===== config.mk =====
export PLATFORM = sky130hd
export DESIGN_NAME = ring_mgr
export DESIGN_NICKNAME = d
export VERILOG_FILES = /design/src/include/ring_mgr_pkg.sv /design/src/rtl/ring_mgr.sv
export VERILOG_INCLUDE_DIRS = /design/src /design/src/include
export SDC_FILE = /design/constraint.sdc
export NUM_CORES = 1
export LEC_CHECK = 0
export ABC_AREA = 0
export BUFFER_PORTS_ARGS = -buffer_cell sky130_fd_sc_hd__buf_2
export CORE_MARGIN = 5
export CORE_UTILIZATION = 50
export CTS_CLUSTER_DIAMETER = 120
export CTS_CLUSTER_SIZE = 25
export DETAILED_ROUTE_END_ITERATION = 8
export PLACE_DENSITY = 0.74
export SETUP_SLACK_MARGIN = 0.15
export SYNTH_ARGS = -nofsm -noshare
export SYNTH_HDL_FRONTEND = slang
export SYNTH_SLANG_ARGS = --single-unit

===== constraint.sdc =====
create_clock -name mclk -period 8 [get_ports mclk]
set_input_delay 0.8 -clock mclk [delete_from_list [all_inputs] [get_ports mclk]]
set_output_delay 0.8 -clock mclk [all_outputs]
set_load 0.05 [all_outputs]

===== src/include/ring_mgr_params.svh =====
`ifndef RING_MGR_PARAMS_SVH
`define RING_MGR_PARAMS_SVH

// Register byte offsets on the Wishbone slave
`define REG_CTRL       8'h00
`define REG_INIT_ADDR  8'h04
`define REG_TX_RING    8'h08
`define REG_RX_RING    8'h0C
`define REG_INDEX      8'h10

// Control register bits
`define CTRL_INIT      0
`define CTRL_START     1
`define CTRL_STOP      2

// Ring pointer layout
`define RING_LEN_MSB   31
`define RING_LEN_LSB   29
`define RING_BASE_MSB  23
`define RING_BASE_LSB  3

// Descriptor word 1 bit positions
`define W1_OWN         15
`define W1_ERR         14
`define W1_FIRST       9
`define W1_LAST        8

// Descriptor geometry, in 16-bit words
`define W_BUF_LOW      2'h0
`define W_STATUS       2'h1
`define W_LENGTH       2'h2
`define W_COUNT        2'h3
`define INIT_LAST_WORD 2'h3

// Reset values
`define RST_LEN_CODE   3'h0
`define RST_BASE       21'h000000
`define RST_INIT_ADDR  24'h000000

`endif


===== src/include/ring_mgr_pkg.sv =====
`default_nettype none
package ring_mgr_pkg;

	typedef enum logic [7:0] {
		S_IDLE    = 8'h01,
		S_INIT    = 8'h02,
		S_RX_POLL = 8'h04,
		S_RX_LOOK = 8'h08,
		S_RX_CNT  = 8'h10,
		S_RX_STAT = 8'h20,
		S_TX_POLL = 8'h40,
		S_TX_STAT = 8'h80
	} state_e;

	// Status bits 14:8 of receive word 1: summary, framing, overflow, checksum,
	// buffer, first, last
	typedef struct packed {
		state_e        st;
		logic [23:0]   init_addr;
		logic [20:0]   rx_base;
		logic [2:0]    rx_len;
		logic [20:0]   tx_base;
		logic [2:0]    tx_len;
		logic [6:0]    rx_idx;
		logic [6:0]    tx_idx;
		logic [1:0]    wcnt;
		logic          running;
		logic          init_done;
		logic          init_pend;
		logic          poll_tx;
		logic          rx_held;
		logic          rx_first;
		logic          rx_chain_pend;
		logic          rx_end_pend;
		logic          rx_ovf;
		logic          rx_crc;
		logic          rx_odd;
		logic          rx_lb;
		logic [11:0]   rx_cnt;
		logic [6:0]    rx_stat;
		logic [15:0]   rx_lo;
		logic [7:0]    rx_hi;
		logic          rx_abort;
		logic          tx_held;
		logic          tx_in_pkt;
		logic          tx_done_pend;
		logic [15:0]   tx_lo;
		logic [15:0]   tx_w1;
		logic [11:0]   tx_bcnt;
		logic          mem_req;
		logic          mem_we;
		logic [23:0]   mem_addr;
		logic [15:0]   mem_wdata;
		logic          wb_ack;
		logic [31:0]   wb_dat;
	} state_s;

endpackage : ring_mgr_pkg
`default_nettype wire


===== src/rtl/ring_mgr.sv =====
// Local design decisions: the Wishbone slave port and the register offsets.
`timescale 1ns/1ps
`default_nettype none
`include "ring_mgr_params.svh"

// Function
// - Transmit ring length code in bits 31:29 gives 2^n entries, 1 to 128.
// - Reserved pointer bits 28:24 read as zero; host writes zeros.
// - Ring base sits in bits 23:3; low three address bits are zero.
// - Every ring entry is four consecutive 16-bit words.
// - Separate receive and transmit rings, each polled for buffers.
// - Polling looks no further than the entry after the current one.
// - Ring bases and lengths are read from the initialization block.
// - Writing the start bit lets the device access rings and move packets.
// - Ownership is only handed over; a handed-over entry is never altered.
// - Word 1 bit 15 is ownership; device clears it after filling.
// - Buffer address is word0 15:0 plus word1 7:0; device never changes it.
// - Error summary bit 14 is the OR of framing, overflow, CRC, buffer.
// - Framing bit 13 needs odd bit count and CRC fail; not in loopback.
// - Overflow bit 12 marks data lost to receive FIFO overflow.
// - CRC bit 11 marks a received packet failing its CRC check.
// - Buffer bit 10 when next buffer is not owned while chaining.
// - With a buffer error, overflow is reported only if simultaneous.
// - Start bit 9 on first buffer, end bit 8 on last buffer.
// - Status is written into the entry before it is returned.
// - Receive ring length code in bits 31:29 gives 1 to 128 entries.
// - Message byte count goes to word 3 bits 11:0.
module ring_mgr #(
	parameter logic [2:0] MAX_LEN_CODE = 3'h7
) (
	input  wire logic        mclk,
	input  wire logic        rst,
	input  wire logic        ce,
	input  wire logic        wb_cyc_i,
	input  wire logic        wb_stb_i,
	input  wire logic        wb_we_i,
	input  wire logic [7:0]  wb_adr_i,
	input  wire logic [3:0]  wb_sel_i,
	input  wire logic [31:0] wb_dat_i,
	output logic      [31:0] wb_dat_o,
	output logic             wb_ack_o,
	output logic             mem_req,
	output logic             mem_we,
	output logic      [23:0] mem_addr,
	output logic      [15:0] mem_wdata,
	input  wire logic [15:0] mem_rdata,
	input  wire logic        mem_ack,
	output logic             rx_buf_ok,
	output logic      [23:0] rx_buf_addr,
	output logic             rx_abort,
	input  wire logic        rx_chain_req,
	input  wire logic        rx_end,
	input  wire logic        rx_fifo_ovf,
	input  wire logic        rx_crc_err,
	input  wire logic        rx_odd_bits,
	input  wire logic        rx_int_loop,
	input  wire logic [11:0] rx_byte_count,
	output logic             tx_buf_ok,
	output logic      [23:0] tx_buf_addr,
	output logic      [11:0] tx_buf_len,
	output logic             tx_first,
	output logic             tx_last,
	input  wire logic        tx_done
);

	// Elaboration check: a one-entry cap leaves nothing to look ahead to
	if (MAX_LEN_CODE == 3'h0)
	begin : g_bad_cap
		$error("MAX_LEN_CODE must allow at least two entries");
	end

	ring_mgr_pkg::state_s r;
	ring_mgr_pkg::state_s n;
	logic                 wr_hit;
	logic                 mem_done;
	logic [31:0]          rd_val;
	logic                 frame_err;
	logic [31:0]          tx_img;
	logic [31:0]          rx_img;
	logic                 crc;

	// Index mask for a length code, capped at the largest supported ring
	function automatic logic [6:0] len_mask(input logic [2:0] code);
		logic [2:0] c;
		logic [7:0] t;
		c = (code > MAX_LEN_CODE) ? MAX_LEN_CODE : code;
		t = 8'h01 << c;
		len_mask = 7'(t - 8'h01);
	endfunction : len_mask

	// Byte address of one word of one descriptor
	function automatic logic [23:0] desc_addr(input logic [20:0] base,
		input logic [6:0] idx, input logic [1:0] word);
		desc_addr = {base, 3'h0} + {14'h0, idx, 3'h0} + {21'h0, word, 1'b0};
	endfunction : desc_addr

	// Next ring index with wrap
	function automatic logic [6:0] next_idx(input logic [6:0] idx,
		input logic [2:0] code);
		next_idx = 7'(idx + 7'h01) & len_mask(code);
	endfunction : next_idx

	// Byte-lane merge for register writes
	function automatic logic [31:0] merge(input logic [31:0] old,
		input logic [31:0] val, input logic [3:0] sel);
		for (int i = 0; i < 4; i++)
			merge[i*8 +: 8] = sel[i] ? val[i*8 +: 8] : old[i*8 +: 8];
	endfunction : merge

	// Ring pointer image with reserved and low bits zero
	function automatic logic [31:0] ring_ptr(input logic [2:0] len,
		input logic [20:0] base);
		ring_ptr = {len, 5'h00, base, 3'h0};
	endfunction : ring_ptr

	// Register outputs straight from the state record
	assign wb_dat_o    = r.wb_dat;
	assign wb_ack_o    = r.wb_ack;
	assign mem_req     = r.mem_req;
	assign mem_we      = r.mem_we;
	assign mem_addr    = r.mem_addr;
	assign mem_wdata   = r.mem_wdata;
	assign rx_buf_ok   = r.rx_held;
	assign rx_buf_addr = {r.rx_hi, r.rx_lo};
	assign rx_abort    = r.rx_abort;
	assign tx_buf_ok   = r.tx_held;
	assign tx_buf_addr = {r.tx_w1[7:0], r.tx_lo};
	assign tx_buf_len  = r.tx_bcnt;
	assign tx_first    = r.tx_w1[`W1_FIRST];
	assign tx_last     = r.tx_w1[`W1_LAST];

	// Register read view
	always_comb
	begin
		unique case (wb_adr_i)
			`REG_CTRL:      rd_val = {26'h0, r.rx_held, r.tx_held, r.init_pend,
				r.st == ring_mgr_pkg::S_IDLE, r.running, r.init_done};
			`REG_INIT_ADDR: rd_val = {8'h00, r.init_addr};
			`REG_TX_RING:   rd_val = ring_ptr(r.tx_len, r.tx_base);
			`REG_RX_RING:   rd_val = ring_ptr(r.rx_len, r.rx_base);
			`REG_INDEX:     rd_val = {17'h0, r.tx_idx, 1'b0, r.rx_idx};
			default:        rd_val = 32'h0000_0000;
		endcase
	end

	// Next-state logic for bus slave, event latches and ring engine
	always_comb
	begin
		n = r;
		tx_img = merge(ring_ptr(r.tx_len, r.tx_base), wb_dat_i, wb_sel_i);
		rx_img = merge(ring_ptr(r.rx_len, r.rx_base), wb_dat_i, wb_sel_i);
		wr_hit = wb_cyc_i && wb_stb_i && !r.wb_ack;
		mem_done = r.mem_req && mem_ack;
		frame_err = r.rx_odd && r.rx_crc && !r.rx_lb;
		crc = r.rx_crc;
		n.wb_ack = wr_hit;
		n.rx_abort = 1'b0;
		if (wr_hit)
			n.wb_dat = rd_val;
		// Hardware events set their flags; setting wins over handling
		n.rx_chain_pend = r.rx_chain_pend | rx_chain_req;
		n.rx_end_pend = r.rx_end_pend | rx_end;
		n.tx_done_pend = r.tx_done_pend | tx_done;
		if (rx_end)
		begin
			n.rx_ovf = rx_fifo_ovf;
			n.rx_crc = rx_crc_err;
			n.rx_odd = rx_odd_bits;
			n.rx_lb = rx_int_loop;
			n.rx_cnt = rx_byte_count;
		end
		// Register writes
		if (wr_hit && wb_we_i)
		begin
			unique case (wb_adr_i)
				`REG_CTRL:
				begin
					if (wb_sel_i[0] && wb_dat_i[`CTRL_INIT])
						n.init_pend = 1'b1;
					if (wb_sel_i[0] && wb_dat_i[`CTRL_START] && r.init_done)
						n.running = 1'b1;
					if (wb_sel_i[0] && wb_dat_i[`CTRL_STOP])
						n.running = 1'b0;
				end
				`REG_INIT_ADDR: n.init_addr = 24'(merge({8'h00, r.init_addr},
					wb_dat_i, wb_sel_i) & 32'h00FF_FFFE);
				`REG_TX_RING:
				begin
					n.tx_len = tx_img[`RING_LEN_MSB:`RING_LEN_LSB];
					n.tx_base = tx_img[`RING_BASE_MSB:`RING_BASE_LSB];
				end
				`REG_RX_RING:
				begin
					n.rx_len = rx_img[`RING_LEN_MSB:`RING_LEN_LSB];
					n.rx_base = rx_img[`RING_BASE_MSB:`RING_BASE_LSB];
				end
				default:
				begin
				end
			endcase
		end
		// Ring engine; one memory access at a time
		unique case (r.st)
			ring_mgr_pkg::S_IDLE:
			begin
				n.wcnt = 2'h0;
				if (r.init_pend && !r.running)
				begin
					n.init_pend = 1'b0;
					n.init_done = 1'b0;
					n.st = ring_mgr_pkg::S_INIT;
				end
				else if (r.running && r.rx_held && r.rx_end_pend)
				begin
					n.rx_end_pend = rx_end;
					n.rx_stat = {r.rx_ovf | frame_err | crc, frame_err & !r.rx_ovf,
						r.rx_ovf, crc & !r.rx_ovf, 1'b0, r.rx_first,
						!r.rx_ovf};
					n.st = r.rx_ovf ? ring_mgr_pkg::S_RX_STAT
						: ring_mgr_pkg::S_RX_CNT;
				end
				else if (r.running && r.rx_held && r.rx_chain_pend)
				begin
					n.rx_chain_pend = rx_chain_req;
					n.st = ring_mgr_pkg::S_RX_LOOK;
				end
				else if (r.running && r.tx_held && r.tx_done_pend)
				begin
					n.tx_done_pend = tx_done;
					n.st = ring_mgr_pkg::S_TX_STAT;
				end
				else if (r.running && !r.rx_held && (!r.poll_tx || r.tx_held))
				begin
					n.poll_tx = 1'b1;
					n.st = ring_mgr_pkg::S_RX_POLL;
				end
				else if (r.running && !r.tx_held)
				begin
					n.poll_tx = 1'b0;
					n.st = ring_mgr_pkg::S_TX_POLL;
				end
			end
			ring_mgr_pkg::S_INIT:
			begin
				if (!r.mem_req)
				begin
					n.mem_req = 1'b1;
					n.mem_we = 1'b0;
					n.mem_addr = r.init_addr + {21'h0, r.wcnt, 1'b0};
				end
				else if (mem_done)
				begin
					n.mem_req = 1'b0;
					n.wcnt = 2'(r.wcnt + 2'h1);
					unique case (r.wcnt)
						2'h0: n.rx_base[12:0] = mem_rdata[15:3];
						2'h1: {n.rx_len, n.rx_base[20:13]} = {mem_rdata[15:13],
							mem_rdata[7:0]};
						2'h2: n.tx_base[12:0] = mem_rdata[15:3];
						2'h3: {n.tx_len, n.tx_base[20:13]} = {mem_rdata[15:13],
							mem_rdata[7:0]};
					endcase
					if (r.wcnt == `INIT_LAST_WORD)
					begin
						n.init_done = 1'b1;
						n.rx_idx = 7'h00;
						n.tx_idx = 7'h00;
						n.rx_held = 1'b0;
						n.tx_held = 1'b0;
						n.rx_first = 1'b1;
						n.tx_in_pkt = 1'b0;
						n.st = ring_mgr_pkg::S_IDLE;
					end
				end
			end
			ring_mgr_pkg::S_RX_POLL:
			begin
				if (!r.mem_req)
				begin
					n.mem_req = 1'b1;
					n.mem_we = 1'b0;
					n.mem_addr = desc_addr(r.rx_base, r.rx_idx, r.wcnt);
				end
				else if (mem_done)
				begin
					n.mem_req = 1'b0;
					n.wcnt = 2'(r.wcnt + 2'h1);
					if (r.wcnt == `W_BUF_LOW)
						n.rx_lo = mem_rdata;
					else
					begin
						n.rx_hi = mem_rdata[7:0];
						n.rx_held = mem_rdata[`W1_OWN];
						n.st = ring_mgr_pkg::S_IDLE;
					end
				end
			end
			ring_mgr_pkg::S_RX_LOOK:
			begin
				if (!r.mem_req)
				begin
					n.mem_req = 1'b1;
					n.mem_we = 1'b0;
					n.mem_addr = desc_addr(r.rx_base, next_idx(r.rx_idx, r.rx_len),
						`W_STATUS);
				end
				else if (mem_done)
				begin
					n.mem_req = 1'b0;
					if (mem_rdata[`W1_OWN] && !rx_fifo_ovf)
						n.rx_stat = {5'h00, r.rx_first, 1'b0};
					else
						n.rx_stat = {2'b10, rx_fifo_ovf, 1'b0, 1'b1, r.rx_first,
							1'b0};
					n.st = ring_mgr_pkg::S_RX_STAT;
				end
			end
			ring_mgr_pkg::S_RX_CNT:
			begin
				if (!r.mem_req)
				begin
					n.mem_req = 1'b1;
					n.mem_we = 1'b1;
					n.mem_addr = desc_addr(r.rx_base, r.rx_idx, `W_COUNT);
					n.mem_wdata = {4'h0, r.rx_cnt};
				end
				else if (mem_done)
				begin
					n.mem_req = 1'b0;
					n.st = ring_mgr_pkg::S_RX_STAT;
				end
			end
			ring_mgr_pkg::S_RX_STAT:
			begin
				if (!r.mem_req)
				begin
					n.mem_req = 1'b1;
					n.mem_we = 1'b1;
					n.mem_addr = desc_addr(r.rx_base, r.rx_idx, `W_STATUS);
					n.mem_wdata = {1'b0, r.rx_stat, r.rx_hi};
				end
				else if (mem_done)
				begin
					n.mem_req = 1'b0;
					n.rx_held = 1'b0;
					n.rx_idx = next_idx(r.rx_idx, r.rx_len);
					n.rx_first = r.rx_stat[0] | r.rx_stat[2] | r.rx_stat[4];
					n.rx_abort = r.rx_stat[2] | r.rx_stat[4];
					n.st = ring_mgr_pkg::S_IDLE;
				end
			end
			ring_mgr_pkg::S_TX_POLL:
			begin
				if (!r.mem_req)
				begin
					n.mem_req = 1'b1;
					n.mem_we = 1'b0;
					n.mem_addr = desc_addr(r.tx_base, r.tx_idx, r.wcnt);
				end
				else if (mem_done)
				begin
					n.mem_req = 1'b0;
					n.wcnt = 2'(r.wcnt + 2'h1);
					unique case (r.wcnt)
						`W_BUF_LOW: n.tx_lo = mem_rdata;
						`W_STATUS:
						begin
							n.tx_w1 = mem_rdata;
							if (!mem_rdata[`W1_OWN])
								n.st = ring_mgr_pkg::S_IDLE;
							else if (!mem_rdata[`W1_FIRST] && !r.tx_in_pkt)
							begin
								n.tx_idx = next_idx(r.tx_idx, r.tx_len);
								n.st = ring_mgr_pkg::S_IDLE;
							end
						end
						default:
						begin
							n.tx_bcnt = mem_rdata[11:0];
							n.tx_held = 1'b1;
							n.tx_in_pkt = 1'b1;
							n.st = ring_mgr_pkg::S_IDLE;
						end
					endcase
				end
			end
			ring_mgr_pkg::S_TX_STAT:
			begin
				if (!r.mem_req)
				begin
					n.mem_req = 1'b1;
					n.mem_we = 1'b1;
					n.mem_addr = desc_addr(r.tx_base, r.tx_idx, `W_STATUS);
					n.mem_wdata = {1'b0, r.tx_w1[14:0]};
				end
				else if (mem_done)
				begin
					n.mem_req = 1'b0;
					n.tx_held = 1'b0;
					n.tx_in_pkt = !r.tx_w1[`W1_LAST];
					n.tx_idx = next_idx(r.tx_idx, r.tx_len);
					n.st = ring_mgr_pkg::S_IDLE;
				end
			end
		endcase
		// Stopping releases both held buffers without touching memory
		if (!n.running)
		begin
			n.rx_held = (r.st == ring_mgr_pkg::S_RX_POLL) ? n.rx_held : 1'b0;
			n.tx_held = (r.st == ring_mgr_pkg::S_TX_POLL) ? n.tx_held : 1'b0;
		end
	end

	// State register; clock enable freezes everything
	always_ff @(posedge mclk or posedge rst)
	begin
		if (rst)
		begin
			r <= '0;
			r.st <= ring_mgr_pkg::S_IDLE;
			r.rx_len <= `RST_LEN_CODE;
			r.tx_len <= `RST_LEN_CODE;
			r.rx_base <= `RST_BASE;
			r.tx_base <= `RST_BASE;
			r.init_addr <= `RST_INIT_ADDR;
			r.rx_first <= 1'b1;
		end
		else if (ce)
			r <= n;
	end

endmodule : ring_mgr
`default_nettype wire


==> metrics.txt, run 1 <==
status=completed; drt drc=0; fillcell total=2885; YS warnings=0; area grow syn2layout=4.99%; initial drt markers=1460; slew margin rel.=0.280; Placed Cells=2072; Max FO, Critical Path=27; cts bufs inserted=14; Worst EP arrival=roughly 4.2 ns; Post-Syn Area=approximately 16000 µm²; Seq/Total Area, Yosys=0.419; CTS tree=built; Die H=about 190 µm; total track usage=0.267; ys async rst share=1.00; Synth area leaders=dfrtp_1, mux2_2, buf_4, o21ai_0, nand2_1; most common cell after layout, fill and taps aside=dfrtp_1; Clock Skew=0.0177 ns; clk buf depth=3; CTS Sinks=265; Initial Utilization=0.504; io pins=between 200 and 250; total design power=4.48 mW; fin cells=2093; Resized Gates After CTS=0; Worst Path Required=roughly 8.4 ns; Hold WS=0.471 ns; TNS Setup=0 ns; PD cells=270 nW/µm²; final hold violation count=0; nature of the critical path endpoint=register; largest net degree at the start of global routing=202; antenna violations before repair=3; commonest cells after routing, fill and taps aside=dfrtp_1, buf_2, nand2_1; crit share post-route=0.469; worst hold path type=reg2reg; latest clock arrival within the worst-skew pair=0.51 ns; Max Clock Freq=roughly 270 MHz; Vias/cell=6.28; Post-CTS Setup Inserts=0; maximum level of the CTS H-tree=1; Worst R2R Path Depth=7; Final WS setup=4.25 ns; multi-input logic area=7770 µm²; PortBufs=213; RePlAce Congestion=1.05; Worst Setup Path Type=reg2reg; hold path depth=1; dominant cell type by area after synthesis=dfrtp_1; Final ANT Viol Nets=0; Avg WL per Cell=roughly 23 µm; Max VDD drop=between 0.0003 and 0.0004 V; Synth Instances=1658; pre-CTS WS=~4.3 ns; WL final=48200 µm; P_leak=approximately 7.5 nW; Setup violations, final=0; syn_area_per_cell=9.54 µm²; vias in the first global route=13100; Netlist cell types=83; Die Wd=188 µm; Worst setup SP type=register; Seq cells post-synth=265; crit path time final=~3.8 ns; Post-synth EDFFs=0; pin slew with the least headroom to its limit=1.08 ns; Core Rows=65; Main synth FF type=dfrtp_1; hpwl dp=36600 µm; Pins Over Slew Limit=0; DRT Pass-1 Iters=5; Layout Nets=~1800; layout cells sized above 1=0.244; RSZ-0062 raised after global routing=no; core area=31400 µm²; Clock transition at path regs=0.10 ns; FF/Latch Area=6630 µm²; # hold bufs at CTS=0; MaxCap Viol Count=0; area share of the largest cell type after synthesis=0.416; global-route wire length before repair=75600 µm; routed vias=13100; root buffer cell=clkbuf_16; total gr overflow=0; die area=35300 µm²
-- sequential cells by signal, indices dropped and copies added (netlist names), 12 cells and up --
signal / flops
rx_buf_addr: 24
wb_dat_o: 27
r: 131
tx_buf_addr: 24
mem_addr: 23
tx_buf_len: 12
mem_wdata: 15
-- Yosys cell counts (32+ instances only) --
master    count
o22ai_1      32
nor2_1      106
o21ai_0     140
a22oi_1      40
clkbuf_1     72
dfrtp_1     263
buf_4       132
mux2_2      137
nand2_1     167
nand3_1      40
xnor2_1      36
a21oi_1      69
xor2_1       34
-- report_power, final --
part	switching, mW	internal, mW	total (mW)
clock	0.443	0.356	0.799
combinational	1.40	0.490	1.89
sequential	0.194	1.60	1.79
-- area by class of cell --
type,instances,area share
clock inverter,1,0.000528
timing repair buffer,228,0.0717
clock buffer,19,0.0241
multi-input combinational,1152,0.468
antenna,1,0.000151
inverter,25,0.00588
sequential,265,0.400
tap,402,0.0303
-- worst max-delay path, cell delays in order, from the launching register on --
cell and delay (ns):
dfrtp_1 0.98, xor2_1 0.19, o2111ai_1 0.37, o31a_1 0.72, nand2_1 0.44, nand2_1 0.51
a211oi_1 0.13, a221o_1 0.30
-- final timing paths --
kind	startpoint	to	slack, ns
hold reg to reg	r[166]	r[152]	0.47
hold / removal	r[166]	r[152]	0.47
max in group asynchronous	rst	r[252]	5.87
min in group asynchronous	rst	mem_addr[5]	0.57
setup / recovery	r[271]	mem_addr[13]	4.25
setup reg to reg	r[271]	mem_addr[13]	4.25
-- routing by layer --
metal	part of all wire	GRT usage
met2	0.45	0.412
met4	0.032	0.0844
met1	0.42	0.380
met3	0.10	0.0581
met5	0.00048	0
-- logic make-up after synthesis --
| group | count (synthesis) | synth area share |
|---|---|---|
| fa+ha+maj | 32 | 0.0271 |
| buf+inv | 247 | 0.0911 |
| compound gates | 436 | 0.178 |
| simple gates | 462 | 0.143 |
| flops | 265 | 0.419 |
| xor+xnor | 70 | 0.0388 |
| other cells | 1 | 0.000237 |
| mux | 145 | 0.103 |
-- metrics by stage --
stage | cell area, µm² | utilization
after CTS | 16600 | 0.529
final | 16600 | 0.529
after detailed placement | 16200 | 0.516
after global routing | 16600 | 0.529
after floorplan | 15800 | -
after global placement | 16200 | 0.516
No activity file was read; power rests on OpenSTA's default activity.
==> run 2, diff against run 1 <==
--- a/config.mk
+++ b/config.mk
@@ -13,7 +13,7 @@
 export CTS_CLUSTER_DIAMETER = 120
 export CTS_CLUSTER_SIZE = 25
 export DETAILED_ROUTE_END_ITERATION = 8
-export PLACE_DENSITY = 0.74
+export PLACE_DENSITY = 0.71
 export SETUP_SLACK_MARGIN = 0.15
 export SYNTH_ARGS = -nofsm -noshare
 export SYNTH_HDL_FRONTEND = slang
==> constraint.sdc (replaced) <==
create_clock -name mclk -period 3.9 [get_ports mclk]
set_input_delay 0.39 -clock mclk [delete_from_list [all_inputs] [get_ports mclk]]
set_output_delay 0.39 -clock mclk [all_outputs]
set_load 0.05 [all_outputs]
==> run 2 against run 1 <==
Compared with the run above: clock power grew 100%; final cell count up 0.76%; first-iteration DRC count grew 10%; worst setup slack worse by 3.7 ns; non-clock buffer count rose by 17; design area is 0.84% higher; hold slack worse by 0.38 ns; largest cell class unchanged; largest power group unchanged.
==> metrics.txt, run 2 (synthesis gave the netlist of run 1 again) <==
Layout Nets=1820; critical path, cell by cell=nor3_1, nor2_1, ha_1, fa_1, a41o_1, a31oi_1, a21o_1, a21boi_0, xor2_1, a221o_1; Worst EP arrival=3.81 ns; Post-CTS Setup Inserts=0; nature of the critical path endpoint=register; Worst setup SP type=register; DRT Pass-1 Iters=8; pin slew with the least headroom to its limit=1.28 ns; slew margin rel.=0.146; Die Wd=about 190 µm; Reg with most FFs=r; Setup violations, final=0; latest clock arrival within the worst-skew pair=between 0.5 and 0.6 ns; Final WS setup=0.502 ns; RSZ-0062 raised after global routing=no; Initial Utilization=0.504; largest net degree at the start of global routing=123; commonest cells after routing, fill and taps aside=dfrtp_1, buf_2, nand2_1; maximum level of the CTS H-tree=1; CTS tree=built; io pins=226; die area=35300 µm²; Layout Cell Area excl Fill=16700 µm²; Resized Gates After CTS=0; Vias/cell=roughly 6.2; total design power=9.22 mW; CP max stage cell=dfrtp_1; Final ANT Viol Nets=0; initial drt markers=1606; clk buf depth=3; WL final=49400 µm; crit path time final=3.40 ns; most common cell after layout, fill and taps aside=dfrtp_1; max FFs per register=approximately 130; CTS Sinks=265; TNS Setup=0 ns; # hold bufs at CTS=1; cts bufs inserted=14; Max FO, Critical Path=6; MaxCap Viol Count=0; routed vias=13200; Worst Setup Path Type=reg2reg; total gr overflow=0; Core Rows=65; Max Clock Freq=a little under 300 MHz; root buffer cell=clkbuf_16; PD cells=around 550 nW/µm²; PortBufs=between 200 and 250; Clock Skew=0.0305 ns; core area=31400 µm²; Clock transition at path regs=0.10 ns; final hold violation count=0; Worst path max stage delay=0.52 ns; global-route wire length before repair=roughly 76000 µm; P_leak=approximately 7.6 nW; Die H=approximately 190 µm; pre-CTS WS=0.595 ns; total track usage=0.273; drt drc=0; worst hold path type=in2reg; RePlAce Congestion=0.960; dpl cell area=16300 µm²; Worst Path Required=4.31 ns; hpwl dp=approximately 38000 µm; vias in the first global route=~13000; area grow syn2layout=5.87%; post-layout util=0.533; Avg WL per Cell=23.4 µm; crit share post-route=0.871; Pins Over Slew Limit=0; layout cells sized above 1=0.251; Max VDD drop=0.000674 V; status=completed; antenna violations before repair=3
[run 2: changes by cell type in the layout (fill, tap and decap cells not counted), sizes merged]
cell / previous run / this run
dlygate4sd3: 0 / 1
diode: 1 / 2
clkbuf: 19 / 17
buf: 228 / 244
[run 2: critical path: cells and delay by family (launching register included)]
kind,cells,cell delay [ns]
AOI/OAI and AO/OA,5,1.48
xor gates and xnor gates,1,0.17
adders and majority gates,2,0.68
DFF,1,0.52
and+or+nand+nor,2,0.44
[run 2: metal layers]
metal,wire length [µm],up-vias,GRT usage
met4,1850,2,0.0884
met3,5290,96,0.0653
met1,20900,6410,0.393
met2,21300,683,0.410
met5,9,-,0
li1,-,5971,-
[run 2: final timing paths]
| kind | startpoint | end | slack [ns] | cells after the start |
|---|---|---|---|---|
| min | rx_chain_req | r[171] | 0.09 | 3 |
| max in group asynchronous | rst | r[246] | 2.30 | 4 |
| min in group asynchronous | rst | r[189] | 0.50 | 3 |
| min reg2reg | r[166] | r[152] | 0.47 | 1 |
| max | r[218] | mem_addr[11] | 0.50 | 10 |
| max reg2reg | r[218] | mem_addr[11] | 0.50 | 10 |
[run 2: cell type report]
type / instances / area (µm²)
Antenna cell: 2 / 5.00
Fill cell: 2861 / 14700
Inverter: 25 / 97.6
Sequential cell: 265 / 6630
Clock buffer: 17 / 383
Timing Repair Buffer: 245 / 1330
Clock inverter: 1 / 11.3
Multi-Input combinational cell: 1152 / 7770
Tap cell: 402 / 503
[run 2: through the flow]
step	std cells	hold slack, ns
after global routing	2109	0.0941
final	2109	0.0901
after floorplan	1664	0.425
after CTS	2107	0.0866
after detailed placement	2088	0.455
after global placement	2088	0.451
[run 2: power by group]
group	internal (mW)	switching (mW)	total, mW
Sequential	3.28	0.406	3.69
Clock	0.707	0.908	1.62
Combinational	1.03	2.88	3.92
Total	5.02	4.20	9.22
